`src/rtl/ubc_pkg.sv`:
```
// How it works
// Oscillator clock divided by sixteen first
// Divisor ranges one to 65535
// Software picks divisor from clock and rate
// Divisor split into high and low bytes
// Shift register fed by sixteen-byte FIFO
// Each bit lasts sixteen sampling ticks
// Start, data, optional parity, stop bits
// Data sent least significant bit first
// FIFO mode writes advance write pointer
// Non-FIFO: empty flag on shift load
// Transmit interrupt only when enabled
// Fully-empty needs shift register and FIFO empty
// FIFO mode: empty flag follows FIFO empty
// Host writes at most sixteen bytes ahead
// Start validated mid-bit after eight ticks
// Later bits sampled at centre, sixteen apart
// Parity, framing, break in status bits 2-4
// Receive FIFO sixteen entries of eleven bits
// Data read pops and updates error flags
// Receive interrupt per char or trigger, enabled
// Timeout after four chars plus twelve bits; code counts four data-bit word lengths plus twelve bits
// Holding register shows oldest unread char
// Divisor bytes at 0/1 when bit 7 set
// Timeout restarts on receive or read
package ubc_pkg;
	// ----------------------------------------
	// Register addresses
	// ----------------------------------------
	localparam logic [2:0] ADDR_DATA = 3'h0;
	localparam logic [2:0] ADDR_IER = 3'h1;
	localparam logic [2:0] ADDR_ISR_FCR = 3'h2;
	localparam logic [2:0] ADDR_LCR = 3'h3;
	localparam logic [2:0] ADDR_LSR = 3'h5;
	localparam logic [2:0] ADDR_SPR = 3'h7;
	// ----------------------------------------
	// Field positions
	// ----------------------------------------
	localparam int LCR_DLAB = 7;
	localparam int LCR_BRK = 6;
	localparam int LCR_STICK = 5;
	localparam int LCR_EVEN = 4;
	localparam int LCR_PEN = 3;
	localparam int LCR_STOP = 2;
	localparam int FCR_EN = 0;
	localparam int FCR_RXRST = 1;
	localparam int FCR_TXRST = 2;
	localparam int IER_RX = 0;
	localparam int IER_TX = 1;
	localparam int IER_LS = 2;
	// ----------------------------------------
	// Reset values and counts
	// ----------------------------------------
	localparam logic [7:0] LCR_RST = 8'h00;
	localparam logic [15:0] DIV_RST = 16'h0001;
	localparam logic [3:0] PRESCALE = 4'hF;
	localparam logic [3:0] HALF_BIT = 4'h7;
	localparam logic [3:0] FULL_BIT = 4'hF;
	localparam int FIFO_DEPTH = 16;
	localparam int TO_EXTRA_BITS = 12;
	// ----------------------------------------
	// Interrupt identification codes
	// ----------------------------------------
	localparam logic [3:0] ID_NONE = 4'h1;
	localparam logic [3:0] ID_LINE = 4'h6;
	localparam logic [3:0] ID_RXD = 4'h4;
	localparam logic [3:0] ID_TMO = 4'hC;
	localparam logic [3:0] ID_TXE = 4'h2;

	// Host access bundle
	typedef struct packed {
		logic wr;
		logic rd;
		logic [2:0] addr;
		logic [7:0] wdata;
	} ubc_acc_t;

	// Received character with error tags
	typedef struct packed {
		logic brk;
		logic frm;
		logic par;
		logic [7:0] data;
	} ubc_rxch_t;
endpackage

```
`src/rtl/ubc_fifo.sv`:
```
module ubc_fifo #(
	parameter int WIDTH = 8,
	parameter int DEPTH = 16
) (
	// Clock and reset
	input wire logic i_clk,
	input wire logic i_rst_n,
	// Control
	input wire logic i_clr,
	input wire logic i_push,
	input wire logic [WIDTH-1:0] i_data,
	input wire logic i_pop,
	// Status
	output logic [WIDTH-1:0] o_data,
	output logic o_empty,
	output logic o_full,
	output logic [$clog2(DEPTH):0] o_count
);
	localparam int AW = $clog2(DEPTH);
	logic [WIDTH-1:0] mem_ff [DEPTH];
	logic [AW-1:0] wp_ff;
	logic [AW-1:0] rp_ff;
	logic [AW:0] cnt_ff;
	logic do_push;
	logic do_pop;

	assign do_push = i_push && (cnt_ff != (AW+1)'(DEPTH) || i_pop);
	assign do_pop = i_pop && cnt_ff != '0;
	assign o_data = mem_ff[rp_ff];
	assign o_empty = cnt_ff == '0;
	assign o_full = cnt_ff == (AW+1)'(DEPTH);
	assign o_count = cnt_ff;

	always_ff @(posedge i_clk) begin
		if (do_push)
			mem_ff[wp_ff] <= i_data;
	end

	always_ff @(posedge i_clk or negedge i_rst_n) begin
		if (!i_rst_n) begin
			wp_ff <= '0;
			rp_ff <= '0;
			cnt_ff <= '0;
		end else if (i_clr) begin
			wp_ff <= '0;
			rp_ff <= '0;
			cnt_ff <= '0;
		end else begin
			if (do_push)
				wp_ff <= wp_ff + 1'b1;
			if (do_pop)
				rp_ff <= rp_ff + 1'b1;
			cnt_ff <= cnt_ff + (AW+1)'(do_push) - (AW+1)'(do_pop);
		end
	end
endmodule

```
`src/rtl/ubc_baud.sv`:
```
module ubc_baud (
	// Clock and reset
	input wire logic i_clk,
	input wire logic i_rst_n,
	// Divisor
	input wire logic [15:0] i_div,
	// 16x sampling tick
	output logic o_tick
);
	import ubc_pkg::*;
	logic [3:0] pre_ff;
	logic [15:0] cnt_ff;
	logic tick_ff;

	assign o_tick = tick_ff;

	// ----------------------------------------
	// Fixed prescale, then divisor
	// ----------------------------------------
	always_ff @(posedge i_clk or negedge i_rst_n) begin
		if (!i_rst_n) begin
			pre_ff <= '0;
			cnt_ff <= 16'h0001;
			tick_ff <= 1'b0;
		end else begin
			tick_ff <= 1'b0;
			pre_ff <= pre_ff + 1'b1;
			if (pre_ff == PRESCALE) begin
				// Zero divisor treated as one
				if (cnt_ff >= i_div || cnt_ff == 16'hFFFF) begin
					cnt_ff <= 16'h0001;
					tick_ff <= 1'b1;
				end else
					cnt_ff <= cnt_ff + 16'h0001;
			end
		end
	end
endmodule

```
`src/rtl/ubc_core.sv`:
```
module ubc_core (
	// Clock and reset
	input wire logic i_clk,
	input wire logic i_rst_n,
	// Host access, one-cycle strobes
	input wire ubc_pkg::ubc_acc_t i_acc,
	output logic [7:0] o_rdata,
	// Serial line
	input wire logic i_rx,
	output logic o_tx,
	// Interrupt request
	output logic o_int
);
	import ubc_pkg::*;

	logic [7:0] lcr_ff, ier_ff, fcr_ff, spr_ff, dll_ff, dlm_ff;
	logic [7:0] rdata_ff;
	logic tick;
	logic rx_s1_ff, rx_s2_ff, rx_prev_ff;
	logic fifo_mode;
	logic thr_wr, rhr_rd, lsr_rd;
	logic [7:0] nxt_rdata;

	assign fifo_mode = fcr_ff[FCR_EN];
	assign thr_wr = i_acc.wr && i_acc.addr == ADDR_DATA && !lcr_ff[LCR_DLAB];
	assign rhr_rd = i_acc.rd && i_acc.addr == ADDR_DATA && !lcr_ff[LCR_DLAB];
	assign lsr_rd = i_acc.rd && i_acc.addr == ADDR_LSR;

	function automatic logic [3:0] data_bits(input logic [1:0] wl);
		return 4'h5 + {2'b00, wl};
	endfunction

	ubc_baud u_baud (
		.i_clk(i_clk),
		.i_rst_n(i_rst_n),
		.i_div({dlm_ff, dll_ff}),
		.o_tick(tick)
	);

	// ----------------------------------------
	// Host register writes
	// ----------------------------------------
	always_ff @(posedge i_clk or negedge i_rst_n) begin
		if (!i_rst_n) begin
			lcr_ff <= LCR_RST;
			ier_ff <= 8'h00;
			fcr_ff <= 8'h00;
			spr_ff <= 8'h00;
			dll_ff <= DIV_RST[7:0];
			dlm_ff <= DIV_RST[15:8];
		end else begin
			fcr_ff[FCR_RXRST] <= 1'b0;
			fcr_ff[FCR_TXRST] <= 1'b0;
			if (i_acc.wr) begin
				case (i_acc.addr)
				ADDR_DATA: if (lcr_ff[LCR_DLAB])
					dll_ff <= i_acc.wdata;
				ADDR_IER: if (lcr_ff[LCR_DLAB])
					dlm_ff <= i_acc.wdata;
				else
					ier_ff <= {4'h0, i_acc.wdata[3:0]};
				ADDR_ISR_FCR: fcr_ff <= i_acc.wdata;
				ADDR_LCR: lcr_ff <= i_acc.wdata;
				ADDR_SPR: spr_ff <= i_acc.wdata;
				default: ;
				endcase
			end
		end
	end

	// ----------------------------------------
	// Transmitter
	// ----------------------------------------
	typedef enum logic [2:0] {
		TX_IDLE = 3'b000,
		TX_START = 3'b001,
		TX_DATA = 3'b010,
		TX_PAR = 3'b011,
		TX_STOP = 3'b100
	} ubc_tx_st_t;
	ubc_tx_st_t tx_st_ff;
	logic [7:0] tsr_ff;
	logic [3:0] tx_tk_ff, tx_bit_ff;
	logic tx_par_ff, tx_ff, thr_empty_ff;
	logic [7:0] txf_q;
	logic txf_empty, txf_full, tx_load;
	logic [3:0] nbits;

	assign nbits = data_bits(lcr_ff[1:0]);
	// Non-FIFO mode is the same FIFO clamped to one entry
	assign tx_load = tx_st_ff == TX_IDLE && !txf_empty;

	ubc_fifo #(.WIDTH(8), .DEPTH(FIFO_DEPTH)) u_txf (
		.i_clk(i_clk),
		.i_rst_n(i_rst_n),
		.i_clr(fcr_ff[FCR_TXRST]),
		.i_push(thr_wr && (fifo_mode || txf_empty)),
		.i_data(i_acc.wdata),
		.i_pop(tx_load),
		.o_data(txf_q),
		.o_empty(txf_empty),
		.o_full(txf_full),
		.o_count()
	);

	always_ff @(posedge i_clk or negedge i_rst_n) begin
		if (!i_rst_n) begin
			tx_st_ff <= TX_IDLE;
			tsr_ff <= 8'h00;
			tx_tk_ff <= 4'h0;
			tx_bit_ff <= 4'h0;
			tx_par_ff <= 1'b0;
			tx_ff <= 1'b1;
		end else begin
			case (tx_st_ff)
			TX_IDLE: begin
				tx_ff <= 1'b1;
				if (tx_load) begin
					tsr_ff <= txf_q;
					tx_par_ff <= ~lcr_ff[LCR_EVEN];
					tx_tk_ff <= 4'h0;
					tx_st_ff <= TX_START;
				end
			end
			default: if (tick) begin
				tx_tk_ff <= tx_tk_ff + 1'b1;
				if (tx_tk_ff == FULL_BIT) begin
					case (tx_st_ff)
					TX_START: begin
						tx_st_ff <= TX_DATA;
						tx_bit_ff <= 4'h0;
					end
					TX_DATA: begin
						tsr_ff <= {1'b0, tsr_ff[7:1]};
						tx_par_ff <= tx_par_ff ^ tsr_ff[0];
						tx_bit_ff <= tx_bit_ff + 1'b1;
						if (tx_bit_ff + 1'b1 == nbits) begin
							tx_st_ff <= lcr_ff[LCR_PEN] ? TX_PAR : TX_STOP;
							tx_bit_ff <= 4'h0;
						end
					end
					TX_PAR: begin
						tx_st_ff <= TX_STOP;
						tx_bit_ff <= 4'h0;
					end
					default: begin
						tx_bit_ff <= tx_bit_ff + 1'b1;
						if (!lcr_ff[LCR_STOP] || tx_bit_ff == 4'h1)
							tx_st_ff <= TX_IDLE;
					end
					endcase
				end
				case (tx_st_ff)
				TX_START: tx_ff <= 1'b0;
				TX_DATA: tx_ff <= tsr_ff[0];
				TX_PAR: tx_ff <= lcr_ff[LCR_STICK] ?
					~lcr_ff[LCR_EVEN] : tx_par_ff;
				default: tx_ff <= 1'b1;
				endcase
			end
			endcase
		end
	end

	// Empty flag set on move to shift register or FIFO drain
	always_ff @(posedge i_clk or negedge i_rst_n) begin
		if (!i_rst_n)
			thr_empty_ff <= 1'b1;
		else
			// Registered so a one-entry hold still shows a busy cycle
			thr_empty_ff <= txf_empty;
	end

	// ----------------------------------------
	// Receiver
	// ----------------------------------------
	typedef enum logic [1:0] {
		RX_IDLE = 2'b00,
		RX_START = 2'b01,
		RX_BITS = 2'b10
	} ubc_rx_st_t;
	ubc_rx_st_t rx_st_ff;
	logic [7:0] rsr_ff;
	logic [3:0] rx_tk_ff, rx_bit_ff, rx_total;
	logic rx_par_ff, rx_push_ff, rx_ovr_ff, rx_zero_ff;
	ubc_rxch_t rx_ch_ff, rxf_q;
	logic rxf_empty, rxf_full;
	logic [4:0] rxf_cnt;

	assign rx_total = nbits + {3'b000, lcr_ff[LCR_PEN]};

	always_ff @(posedge i_clk or negedge i_rst_n) begin
		if (!i_rst_n) begin
			rx_s1_ff <= 1'b1;
			rx_s2_ff <= 1'b1;
			rx_prev_ff <= 1'b1;
		end else begin
			rx_s1_ff <= i_rx;
			rx_s2_ff <= rx_s1_ff;
			rx_prev_ff <= rx_s2_ff;
		end
	end

	always_ff @(posedge i_clk or negedge i_rst_n) begin
		if (!i_rst_n) begin
			rx_st_ff <= RX_IDLE;
			rsr_ff <= 8'h00;
			rx_tk_ff <= 4'h0;
			rx_bit_ff <= 4'h0;
			rx_par_ff <= 1'b0;
			rx_zero_ff <= 1'b0;
			rx_push_ff <= 1'b0;
			rx_ch_ff <= '0;
		end else begin
			rx_push_ff <= 1'b0;
			case (rx_st_ff)
			RX_IDLE: if (rx_prev_ff && !rx_s2_ff) begin
				rx_tk_ff <= 4'h0;
				rx_st_ff <= RX_START;
			end
			RX_START: if (tick) begin
				rx_tk_ff <= rx_tk_ff + 1'b1;
				if (rx_tk_ff == HALF_BIT) begin
					rx_tk_ff <= 4'h0;
					rx_bit_ff <= 4'h0;
					rx_par_ff <= ~lcr_ff[LCR_EVEN];
					rx_zero_ff <= 1'b1;
					rsr_ff <= 8'h00;
					rx_st_ff <= rx_s2_ff ? RX_IDLE : RX_BITS;
				end
			end
			RX_BITS: if (tick) begin
				rx_tk_ff <= rx_tk_ff + 1'b1;
				if (rx_tk_ff == FULL_BIT) begin
					rx_bit_ff <= rx_bit_ff + 1'b1;
					rx_zero_ff <= rx_zero_ff & ~rx_s2_ff;
					rx_par_ff <= rx_par_ff ^ rx_s2_ff;
					if (rx_bit_ff < nbits)
						rsr_ff[rx_bit_ff[2:0]] <= rx_s2_ff;
					if (rx_bit_ff == rx_total) begin
						rx_ch_ff.data <= rsr_ff;
						rx_ch_ff.frm <= ~rx_s2_ff;
						rx_ch_ff.brk <= rx_zero_ff & ~rx_s2_ff;
						rx_ch_ff.par <= lcr_ff[LCR_PEN] & (lcr_ff[LCR_STICK] ?
							rx_par_ff ^ (^rsr_ff) :
							rx_par_ff);
						rx_push_ff <= 1'b1;
						rx_st_ff <= RX_IDLE;
					end
				end
			end
			default: rx_st_ff <= RX_IDLE;
			endcase
		end
	end

	ubc_fifo #(.WIDTH(11), .DEPTH(FIFO_DEPTH)) u_rxf (
		.i_clk(i_clk),
		.i_rst_n(i_rst_n),
		.i_clr(fcr_ff[FCR_RXRST]),
		.i_push(rx_push_ff && !rxf_full && (fifo_mode || rxf_empty)),
		.i_data(rx_ch_ff),
		.i_pop(rhr_rd),
		.o_data(rxf_q),
		.o_empty(rxf_empty),
		.o_full(rxf_full),
		.o_count(rxf_cnt)
	);

	// Overrun sticky, cleared by status read; set wins
	always_ff @(posedge i_clk or negedge i_rst_n) begin
		if (!i_rst_n)
			rx_ovr_ff <= 1'b0;
		else if (rx_push_ff && (rxf_full || (!fifo_mode && !rxf_empty)))
			rx_ovr_ff <= 1'b1;
		else if (lsr_rd)
			rx_ovr_ff <= 1'b0;
	end

	// ----------------------------------------
	// Receive timeout
	// ----------------------------------------
	logic [9:0] to_cnt_ff;
	logic [9:0] to_limit;
	logic to_ff, trig_hit;
	logic [4:0] trig_lvl;

	// Four word lengths (data bits only) plus twelve bits, in ticks
	assign to_limit = 10'({nbits, 2'b00} + 6'(TO_EXTRA_BITS)) << 4;
	always_comb begin
		case (fcr_ff[7:6])
		2'b00: trig_lvl = 5'd1;
		2'b01: trig_lvl = 5'd4;
		2'b10: trig_lvl = 5'd8;
		default: trig_lvl = 5'd14;
		endcase
	end
	assign trig_hit = fifo_mode ? rxf_cnt >= trig_lvl : !rxf_empty;

	always_ff @(posedge i_clk or negedge i_rst_n) begin
		if (!i_rst_n) begin
			to_cnt_ff <= 10'h000;
			to_ff <= 1'b0;
		end else if (rx_push_ff || rhr_rd || rxf_empty || !fifo_mode) begin
			to_cnt_ff <= 10'h000;
			to_ff <= 1'b0;
		end else if (tick && !to_ff) begin
			to_cnt_ff <= to_cnt_ff + 10'h001;
			if (to_cnt_ff + 10'h001 == to_limit)
				to_ff <= 1'b1;
		end
	end

	// ----------------------------------------
	// Interrupt and read path
	// ----------------------------------------
	logic [7:0] line_status_reg;
	logic [3:0] int_id;
	logic line_err, int_ff;
	logic txi_ff;

	assign line_err = !rxf_empty && (rxf_q.par || rxf_q.frm || rxf_q.brk);
	assign line_status_reg = {line_err, thr_empty_ff && tx_st_ff == TX_IDLE,
		thr_empty_ff, rxf_q.brk & ~rxf_empty, rxf_q.frm & ~rxf_empty,
		rxf_q.par & ~rxf_empty, rx_ovr_ff, ~rxf_empty};

	// Transmit event cleared by interrupt ID read or new write
	always_ff @(posedge i_clk or negedge i_rst_n) begin
		if (!i_rst_n)
			txi_ff <= 1'b0;
		else if (txf_empty && !thr_empty_ff)
			txi_ff <= 1'b1;
		else if (thr_wr || (i_acc.rd && i_acc.addr == ADDR_ISR_FCR &&
			int_id == ID_TXE))
			txi_ff <= 1'b0;
	end

	always_comb begin
		if (ier_ff[IER_LS] && (line_err || rx_ovr_ff))
			int_id = ID_LINE;
		else if (ier_ff[IER_RX] && to_ff)
			int_id = ID_TMO;
		else if (ier_ff[IER_RX] && trig_hit)
			int_id = ID_RXD;
		else if (ier_ff[IER_TX] && txi_ff)
			int_id = ID_TXE;
		else
			int_id = ID_NONE;
	end

	always_comb begin
		case (i_acc.addr)
		ADDR_DATA: nxt_rdata = lcr_ff[LCR_DLAB] ? dll_ff : rxf_q.data;
		ADDR_IER: nxt_rdata = lcr_ff[LCR_DLAB] ? dlm_ff : ier_ff;
		ADDR_ISR_FCR: nxt_rdata = {{2{fifo_mode}}, 2'b00, int_id};
		ADDR_LCR: nxt_rdata = lcr_ff;
		ADDR_LSR: nxt_rdata = line_status_reg;
		ADDR_SPR: nxt_rdata = spr_ff;
		default: nxt_rdata = 8'h00;
		endcase
	end

	always_ff @(posedge i_clk or negedge i_rst_n) begin
		if (!i_rst_n) begin
			rdata_ff <= 8'h00;
			int_ff <= 1'b0;
		end else begin
			if (i_acc.rd)
				rdata_ff <= nxt_rdata;
			int_ff <= int_id != ID_NONE;
		end
	end

	assign o_rdata = rdata_ff;
	// Break forces the line low regardless of shifter
	logic txo_ff;
	always_ff @(posedge i_clk or negedge i_rst_n) begin
		if (!i_rst_n)
			txo_ff <= 1'b1;
		else
			txo_ff <= tx_ff & ~lcr_ff[LCR_BRK];
	end
	assign o_tx = txo_ff;
	assign o_int = int_ff;
endmodule

```
`config.mk`:
```
export PLATFORM = sky130hd
export DESIGN_NAME = ubc_core
export DESIGN_NICKNAME = d
export VERILOG_FILES = /design/src/rtl/ubc_pkg.sv /design/src/rtl/ubc_fifo.sv /design/src/rtl/ubc_baud.sv /design/src/rtl/ubc_core.sv
export SDC_FILE = /design/constraint.sdc
export NUM_CORES = 1
export LEC_CHECK = 0
export BUFFER_PORTS_ARGS = -buffer_cell sky130_fd_sc_hd__buf_4
export CORE_UTILIZATION = 60
export CTS_CLUSTER_SIZE = 24
export DETAILED_ROUTE_END_ITERATION = 12
export PLACE_DENSITY = 0.84
export REMOVE_ABC_BUFFERS = 1
export SETUP_SLACK_MARGIN = 0.2
export SLEW_MARGIN = 5
export SYNTH_ARGS = -nofsm -noshare
export SYNTH_HDL_FRONTEND = slang
export SYNTH_SLANG_ARGS = --single-unit
```
`constraint.sdc`:
```
create_clock -name i_clk -period 6.35 [get_ports i_clk]
set_input_delay 0.635 -clock i_clk [delete_from_list [all_inputs] [get_ports i_clk]]
set_output_delay 0.635 -clock i_clk [all_outputs]
set_load 0.01 [all_outputs]
```
-- After elaboration in Yosys (flattened, before gate mapping)
Memory sizes are Yosys's and may differ from the RTL's.
Index checks and enable logic that the tools add are counted.
- flip-flop bits (word level): 171
- memory bits (writable): 304
- bits of input ports: 16
- output and inout port bits: 10
- word-level logic and storage cells: 315
- memories kept: 2
- add/sub/neg operators: 18
- order comparisons: 5
- equality and inequality tests: 35
- muxes and demuxes: 106
- bitwise operators: 15
- reductions and logical operators: 90
- memories (name ; words ; width ; rd ports ; clocked after Yosys merged registers in ; write ports ; RTL line ; RTL):
    u_rxf.mem_ff ; 16 ; 11 ; 1 ; 0 ; 1 ; ubc_fifo.sv:20 ; logic [WIDTH-1:0] mem_ff [DEPTH];
    u_txf.mem_ff ; 16 ; 8 ; 1 ; 0 ; 1 ; ubc_fifo.sv:20 ;
- operators with widths (operator ; number):
    $mux 8 ; 12
    $mux 4 ; 22
    $pmux 8 s6 ; 1
    $add 4x1->4 const B ; 9
    $mux 1 ; 36
    $mux 3 ; 10
    $logic_and 1x1->1 ; 27
    $pmux 4 s3 ; 2
    $reduce_bool 2->1 ; 12
    $mux 10 ; 2
    $add 16x1->16 const B ; 1
    $eq 16x16->1 const B ; 1
    $ge 16x16->1 ; 1
    $mux 16 ; 1
    $mux 2 ; 8
    $pmux 4 s2 ; 2
    $pmux 8 s2 ; 1
    $reduce_bool 5->1 ; 3
    $logic_or 1x1->1 ; 14
    $eq 3x2->1 const B ; 4
    $eq 4x4->1 const B ; 3
    $reduce_and 3->1 ; 4
    $reduce_and 4->1 ; 3
    $reduce_and 6->1 ; 2
    other kinds (44) ; 88

-- Longest topological paths before layout
- depth in word-level cells: 13
- depth in mapped cells: 15

-- Cells and area by module
From an unflattened synthesis, not the netlist that was laid out.
- cell total of the unflattened synthesis: 1585
- area, all modules: 21677.0 µm²
- modules (own cells, without submodules) (module ; instances ; cells each ; area each (µm²)):
    ubc_fifo at u_rxf ; 1 ; 422 ; 7810.0
    ubc_core ; 1 ; 672 ; 6607.6
    ubc_fifo at u_txf ; 1 ; 336 ; 5831.8
    ubc_baud ; 1 ; 155 ; 1427.6

-- Worst setup path after synthesis
OpenSTA, ideal clock, no wires.
- path type: input to register
- start point: in i_acc[9] (netlist name)
- end point: reg u_rxf.cnt_ff[4] (netlist: u_rxf.o_count[4])
- data arrival time: 3045 ps
- required time: 6273 ps
- path slack: 3228 ps
- cell stages on the path: 13
- buffers on the path: 2
- cell sequence: clkbuf_1 > nor4_4 > nand2_1 > nor2b_1 > clkbuf_1 > ha_1 > inv_1 > ha_1 > fa_1 > a21oi_1 > nor2_1 > or3_1 > a21oi_1
- longest elaborated chain between the ends: 8
- RTL lines (what ; RTL line ; RTL):
    from (decl) ; ubc_core.sv:6 ; input wire ubc_pkg::ubc_acc_t i_acc,
    $logic_not 3->1 * ; ubc_core.sv:26 ; assign rhr_rd = i_acc.rd && i_acc.addr == ADDR_DATA && !lcr_ff[LCR_DLAB];
    $logic_and 1x1->1 * (2 in a row) ; ubc_core.sv:26 ;
    $logic_or 1x1->1 ; ubc_fifo.sv:27 ; assign do_push = i_push && (cnt_ff != (AW+1)'(DEPTH) || i_pop);
    $logic_and 1x1->1 ; ubc_fifo.sv:27 ;
    $add 5x1->5 ; ubc_fifo.sv:53 ; cnt_ff <= cnt_ff + (AW+1)'(do_push) - (AW+1)'(do_pop);
    $sub 5x1->5 * ; ubc_fifo.sv:53 ;
    $mux 5 * ; ubc_fifo.sv:44 ; end else if (i_clr) begin
    to (signal assigned) ; ubc_fifo.sv:53 ;
    to (decl) ; ubc_fifo.sv:23 ; logic [AW:0] cnt_ff;
Every way passes the cells marked *; elsewhere a longest branch is shown, timed or not.
A chain may end at the register's enable or synchronous reset.

-- Final worst setup path
- start point: reg u_rxf.cnt_ff[2] (netlist: u_rxf.o_count[2])
- end point: mem u_rxf.mem_ff[1][4] (enable)
- longest elaborated chain between the ends: 7
- RTL lines (what ; RTL line ; RTL):
    $eq 5x5->1 ; ubc_fifo.sv:31 ; assign o_full = cnt_ff == (AW+1)'(DEPTH);
    $logic_not 1->1 ; ubc_core.sv:261 ; .i_push(rx_push_ff && !rxf_full && (fifo_mode || rxf_empty)),
    $logic_and 1x1->1 (2 in a row) ; ubc_core.sv:261 ;
    $logic_and 1x1->1 * ; ubc_fifo.sv:27 ;
    $mux 1 * ; ubc_fifo.sv:35 ; if (do_push)
    $mux 1 (not written as such) * ; ubc_fifo.sv:36 ; mem_ff[wp_ff] <= i_data;
    to (decl) ; ubc_fifo.sv:20 ;
Marked as above.

==> reports/qor.yml <==
clocking:
  cts_buffer_depth: 3
  clk_latency_ns: 0.57
  ctsHoldBuffers: 0
  cts_made_buffers: 48
  postCtsSetupBuffers: 0
  clkSinkCount: 472
  cts_resized: 0
  clkTransAtPathRegs_ns: 0.06
  tritoncts: "done"
  h-tree-depth: 2
  cts-root-buf: "clkbuf_16"
sta:
  slew_headroom: 0.160
  whs_ns: 0.187
  finalCriticalPeriod_ns: 3.49
  period_share: 0.550
  layout_setup_ws_ns: 2.86
  hold_violations: 0
  fin_worst_skew_ns: 0.0210
  rsz0062_at_grt: "no"
  finalMaxSlewViolations: 0
  setup_viol: 0
  fmax_ghz: 0.287
  tightest_slew_ns: 1.25
  finalSetupTns_ns: 0
synth:
  synth_top_area_share: 0.436
  yosysSeqAreaShare: 0.637
  ys_warn_count: 0
  synth_top_flop_cell: "edfxtp_1"
  async_flop_share: 0.356
  syn_area_mm2: 0.0210
  ys_seq_elements: 472
  yosysUniqueCellTypes: 71
  synth_cells: 1411
  synth_edf_count: 304
  synthTopCellsByArea: "edfxtp_1, dfrtp_1, mux4_2"
  yosysTopAreaCell: "edfxtp_1"
  avgSynthCellArea_um2: 14.8
setup_path:
  rrSetupSlack_ns: 2.86
  critPathCapture: "u_rxf.mem_ff[1][4]"
  endpoint_kind: "register"
  cpPeakStageDelay_ns: 1.01
  path_class: "reg -> reg"
  arrival_ns: 3.66
  slowest_stage: "nor3_2"
  startpoint_type: "register"
  critPathLaunch: "u_rxf.o_count[2]"
  worstReg2RegStart: "u_rxf.o_count[2]"
  cp.depth: 7
  cp_data_required_time_ns: 6.52
  crit_chain: "inv_1 -> ha_1 -> nand2b_1 -> or3_1 -> a21boi_1 -> nand2_1 -> nor3_2"
  r2r_end: "u_rxf.mem_ff[1][4]"
  rr_worst_depth: 7
  crit_family: "simple AND/OR/NAND/NOR gates"
  crit_path_max_fanout: 11
  worst-path-buf-inv: 1
routing:
  postRouteAntennaNets: 0
  wirelength_um: 46600
  wl_per_cell_um: 24.1
  route.detailed.drc: 0
  drtPass1Iterations: 5
  vias: 12356
  viasPerCell: 6.39
  initialDrtViolationCount: 1175
place:
  pre_cts_ws_ns: 2.90
  hpwl_um: 29700
  placed_area_mm2: 0.0216
  routabilityCongestion: 0.923
  portBuffers: 25
power:
  vdd_ir_drop_max_mv: 0.273
  finalPower_mw: 7.70
  power_leakage_nw: 8.17
  p_per_area_mw_per_mm2: 333
layout:
  layout_common_cells: "edfxtp_1, dfrtp_1, nor2_1, mux4_2, nand2_1"
  multi_input_area_mm2: 0.00711
  n_fill_cell: 2260
  num_antenna_cells: 0
  ff_latch_area_mm2: 0.0133
  final_cell_area_mm2: 0.0231
  nets: 1519
  drive_gt1_frac: 0.192
  syn_to_final_growth_pct: 10.3
  final_common_cell: "edfxtp_1"
global_route:
  track_usage: 0.271
  grt_pass1_wl_um: 73200
  grt_overflow: 0
  grt_antenna_before_repair: 0
  grt_max_degree: 98
  grt_pass1_vias: 12649
floorplan:
  initial_core_util: 0.608
  die_h_um: 189
  dieWidth_um: 189
  die_area_mm2: 0.0357
  core_area_mm2: 0.0345
  rows: 68
  io_pins: 26
min_path:
  min_path_type: "in -> async"
run_status:
  status: "finished clean"
job:
  drv_cap: 0
==> power breakdown <==
part	total (mW)	internal [mW]	switching, mW	leakage, nW
Sequential	3.64	3.44	0.202	4.52
Combinational	1.34	0.606	0.730	2.89
Clock	2.73	1.56	1.17	0.753
Total	7.70	5.60	2.10	8.17
==> sequential cells by signal, summed over array words and instances, names as in the netlist, 5 cells and up <==
name / flops
rx_ch_ff: 11
u_rxf.o_count: 5
u_rxf.mem_ff: 176
to_cnt_ff: 10
rsr_ff: 8
u_baud.cnt_ff: 16
lcr_ff: 8
u_txf.o_count: 5
fcr_ff: 5
dlm_ff: 8
spr_ff: 8
dll_ff: 8
tsr_ff: 8
o_rdata: 8
u_txf.mem_ff: 128
==> worst register-to-register path: stages, from the launching register on <==
cell and delay (ns):
dfrtp_1 0.40, inv_1 0.10, ha_1 0.15, nand2b_1 0.06, or3_1 0.44, a21boi_1 0.64
nand2_1 0.30, nor3_2 1.01
==> cells by family after synthesis <==
family | Yosys count | synth area share
buf+inv | 130 | 0.0252
simple gates | 338 | 0.0796
compound gates | 180 | 0.0566
mux | 168 | 0.138
xor+xnor | 60 | 0.0251
fa+ha+maj | 63 | 0.0387
flops | 472 | 0.637
==> metal layers <==
layer / wire length [µm] / share of wire / vias to the layer above / GRT usage
met5: 0 / 0 / - / 0
met4: 1570 / 0.034 / 0 / 0.0996
met3: 3250 / 0.070 / 104 / 0.0421
met2: 23900 / 0.51 / 572 / 0.464
met1: 17900 / 0.38 / 6306 / 0.352
li1: - / - / 5374 / -
==> metrics by stage <==
| step | utilization | std cells |
|---|---|---|
| after floorplan | - | 1352 |
| after global placement | 0.626 | 1845 |
| after detailed placement | 0.626 | 1845 |
| after CTS | 0.671 | 1934 |
| after global routing | 0.671 | 1934 |
| final | 0.671 | 1934 |
==> Yosys cell counts (22+ instances only) <==
cell type / instances
edfxtp_1: 304
dfrtp_1: 160
nor2_1: 100
mux4_2: 91
nand2_1: 81
inv_1: 69
ha_1: 60
mux2_2: 56
o21ai_0: 51
clkbuf_1: 41
a21oi_1: 36
xnor2_1: 35
xor2_1: 25
nor3_1: 23
nand3_1: 22
==> worst min-delay path by stage <==
| stage | start | end | slack, ns | cells after the start |
|---|---|---|---|---|
| 6_report | i_rst_n | to_cnt_ff[5] | 0.19 | 1 |
| 5_1_grt | i_rx | rx_s1_ff | 0.17 | 1 |
| 4_1_cts | i_rx | rx_s1_ff | 0.17 | 1 |
| 3_5_place_dp | rx_s1_ff | rx_s2_ff | 0.35 | 0 |
| 3_3_place_gp | rx_s1_ff | rx_s2_ff | 0.35 | 0 |
| 2_1_floorplan | i_rst_n | dll_ff[1] | 0.34 | 0 |
==> area by class of cell <==
| cell class | count | area share |
|---|---|---|
| Clock inverter | 24 | 0.00877 |
| Sequential cell | 472 | 0.577 |
| Tap cell | 455 | 0.0246 |
| Multi-Input combinational cell | 809 | 0.308 |
| Clock buffer | 65 | 0.0574 |
| Inverter | 71 | 0.0115 |
| Timing Repair Buffer | 38 | 0.0125 |
(Power assumes the default switching activity.)
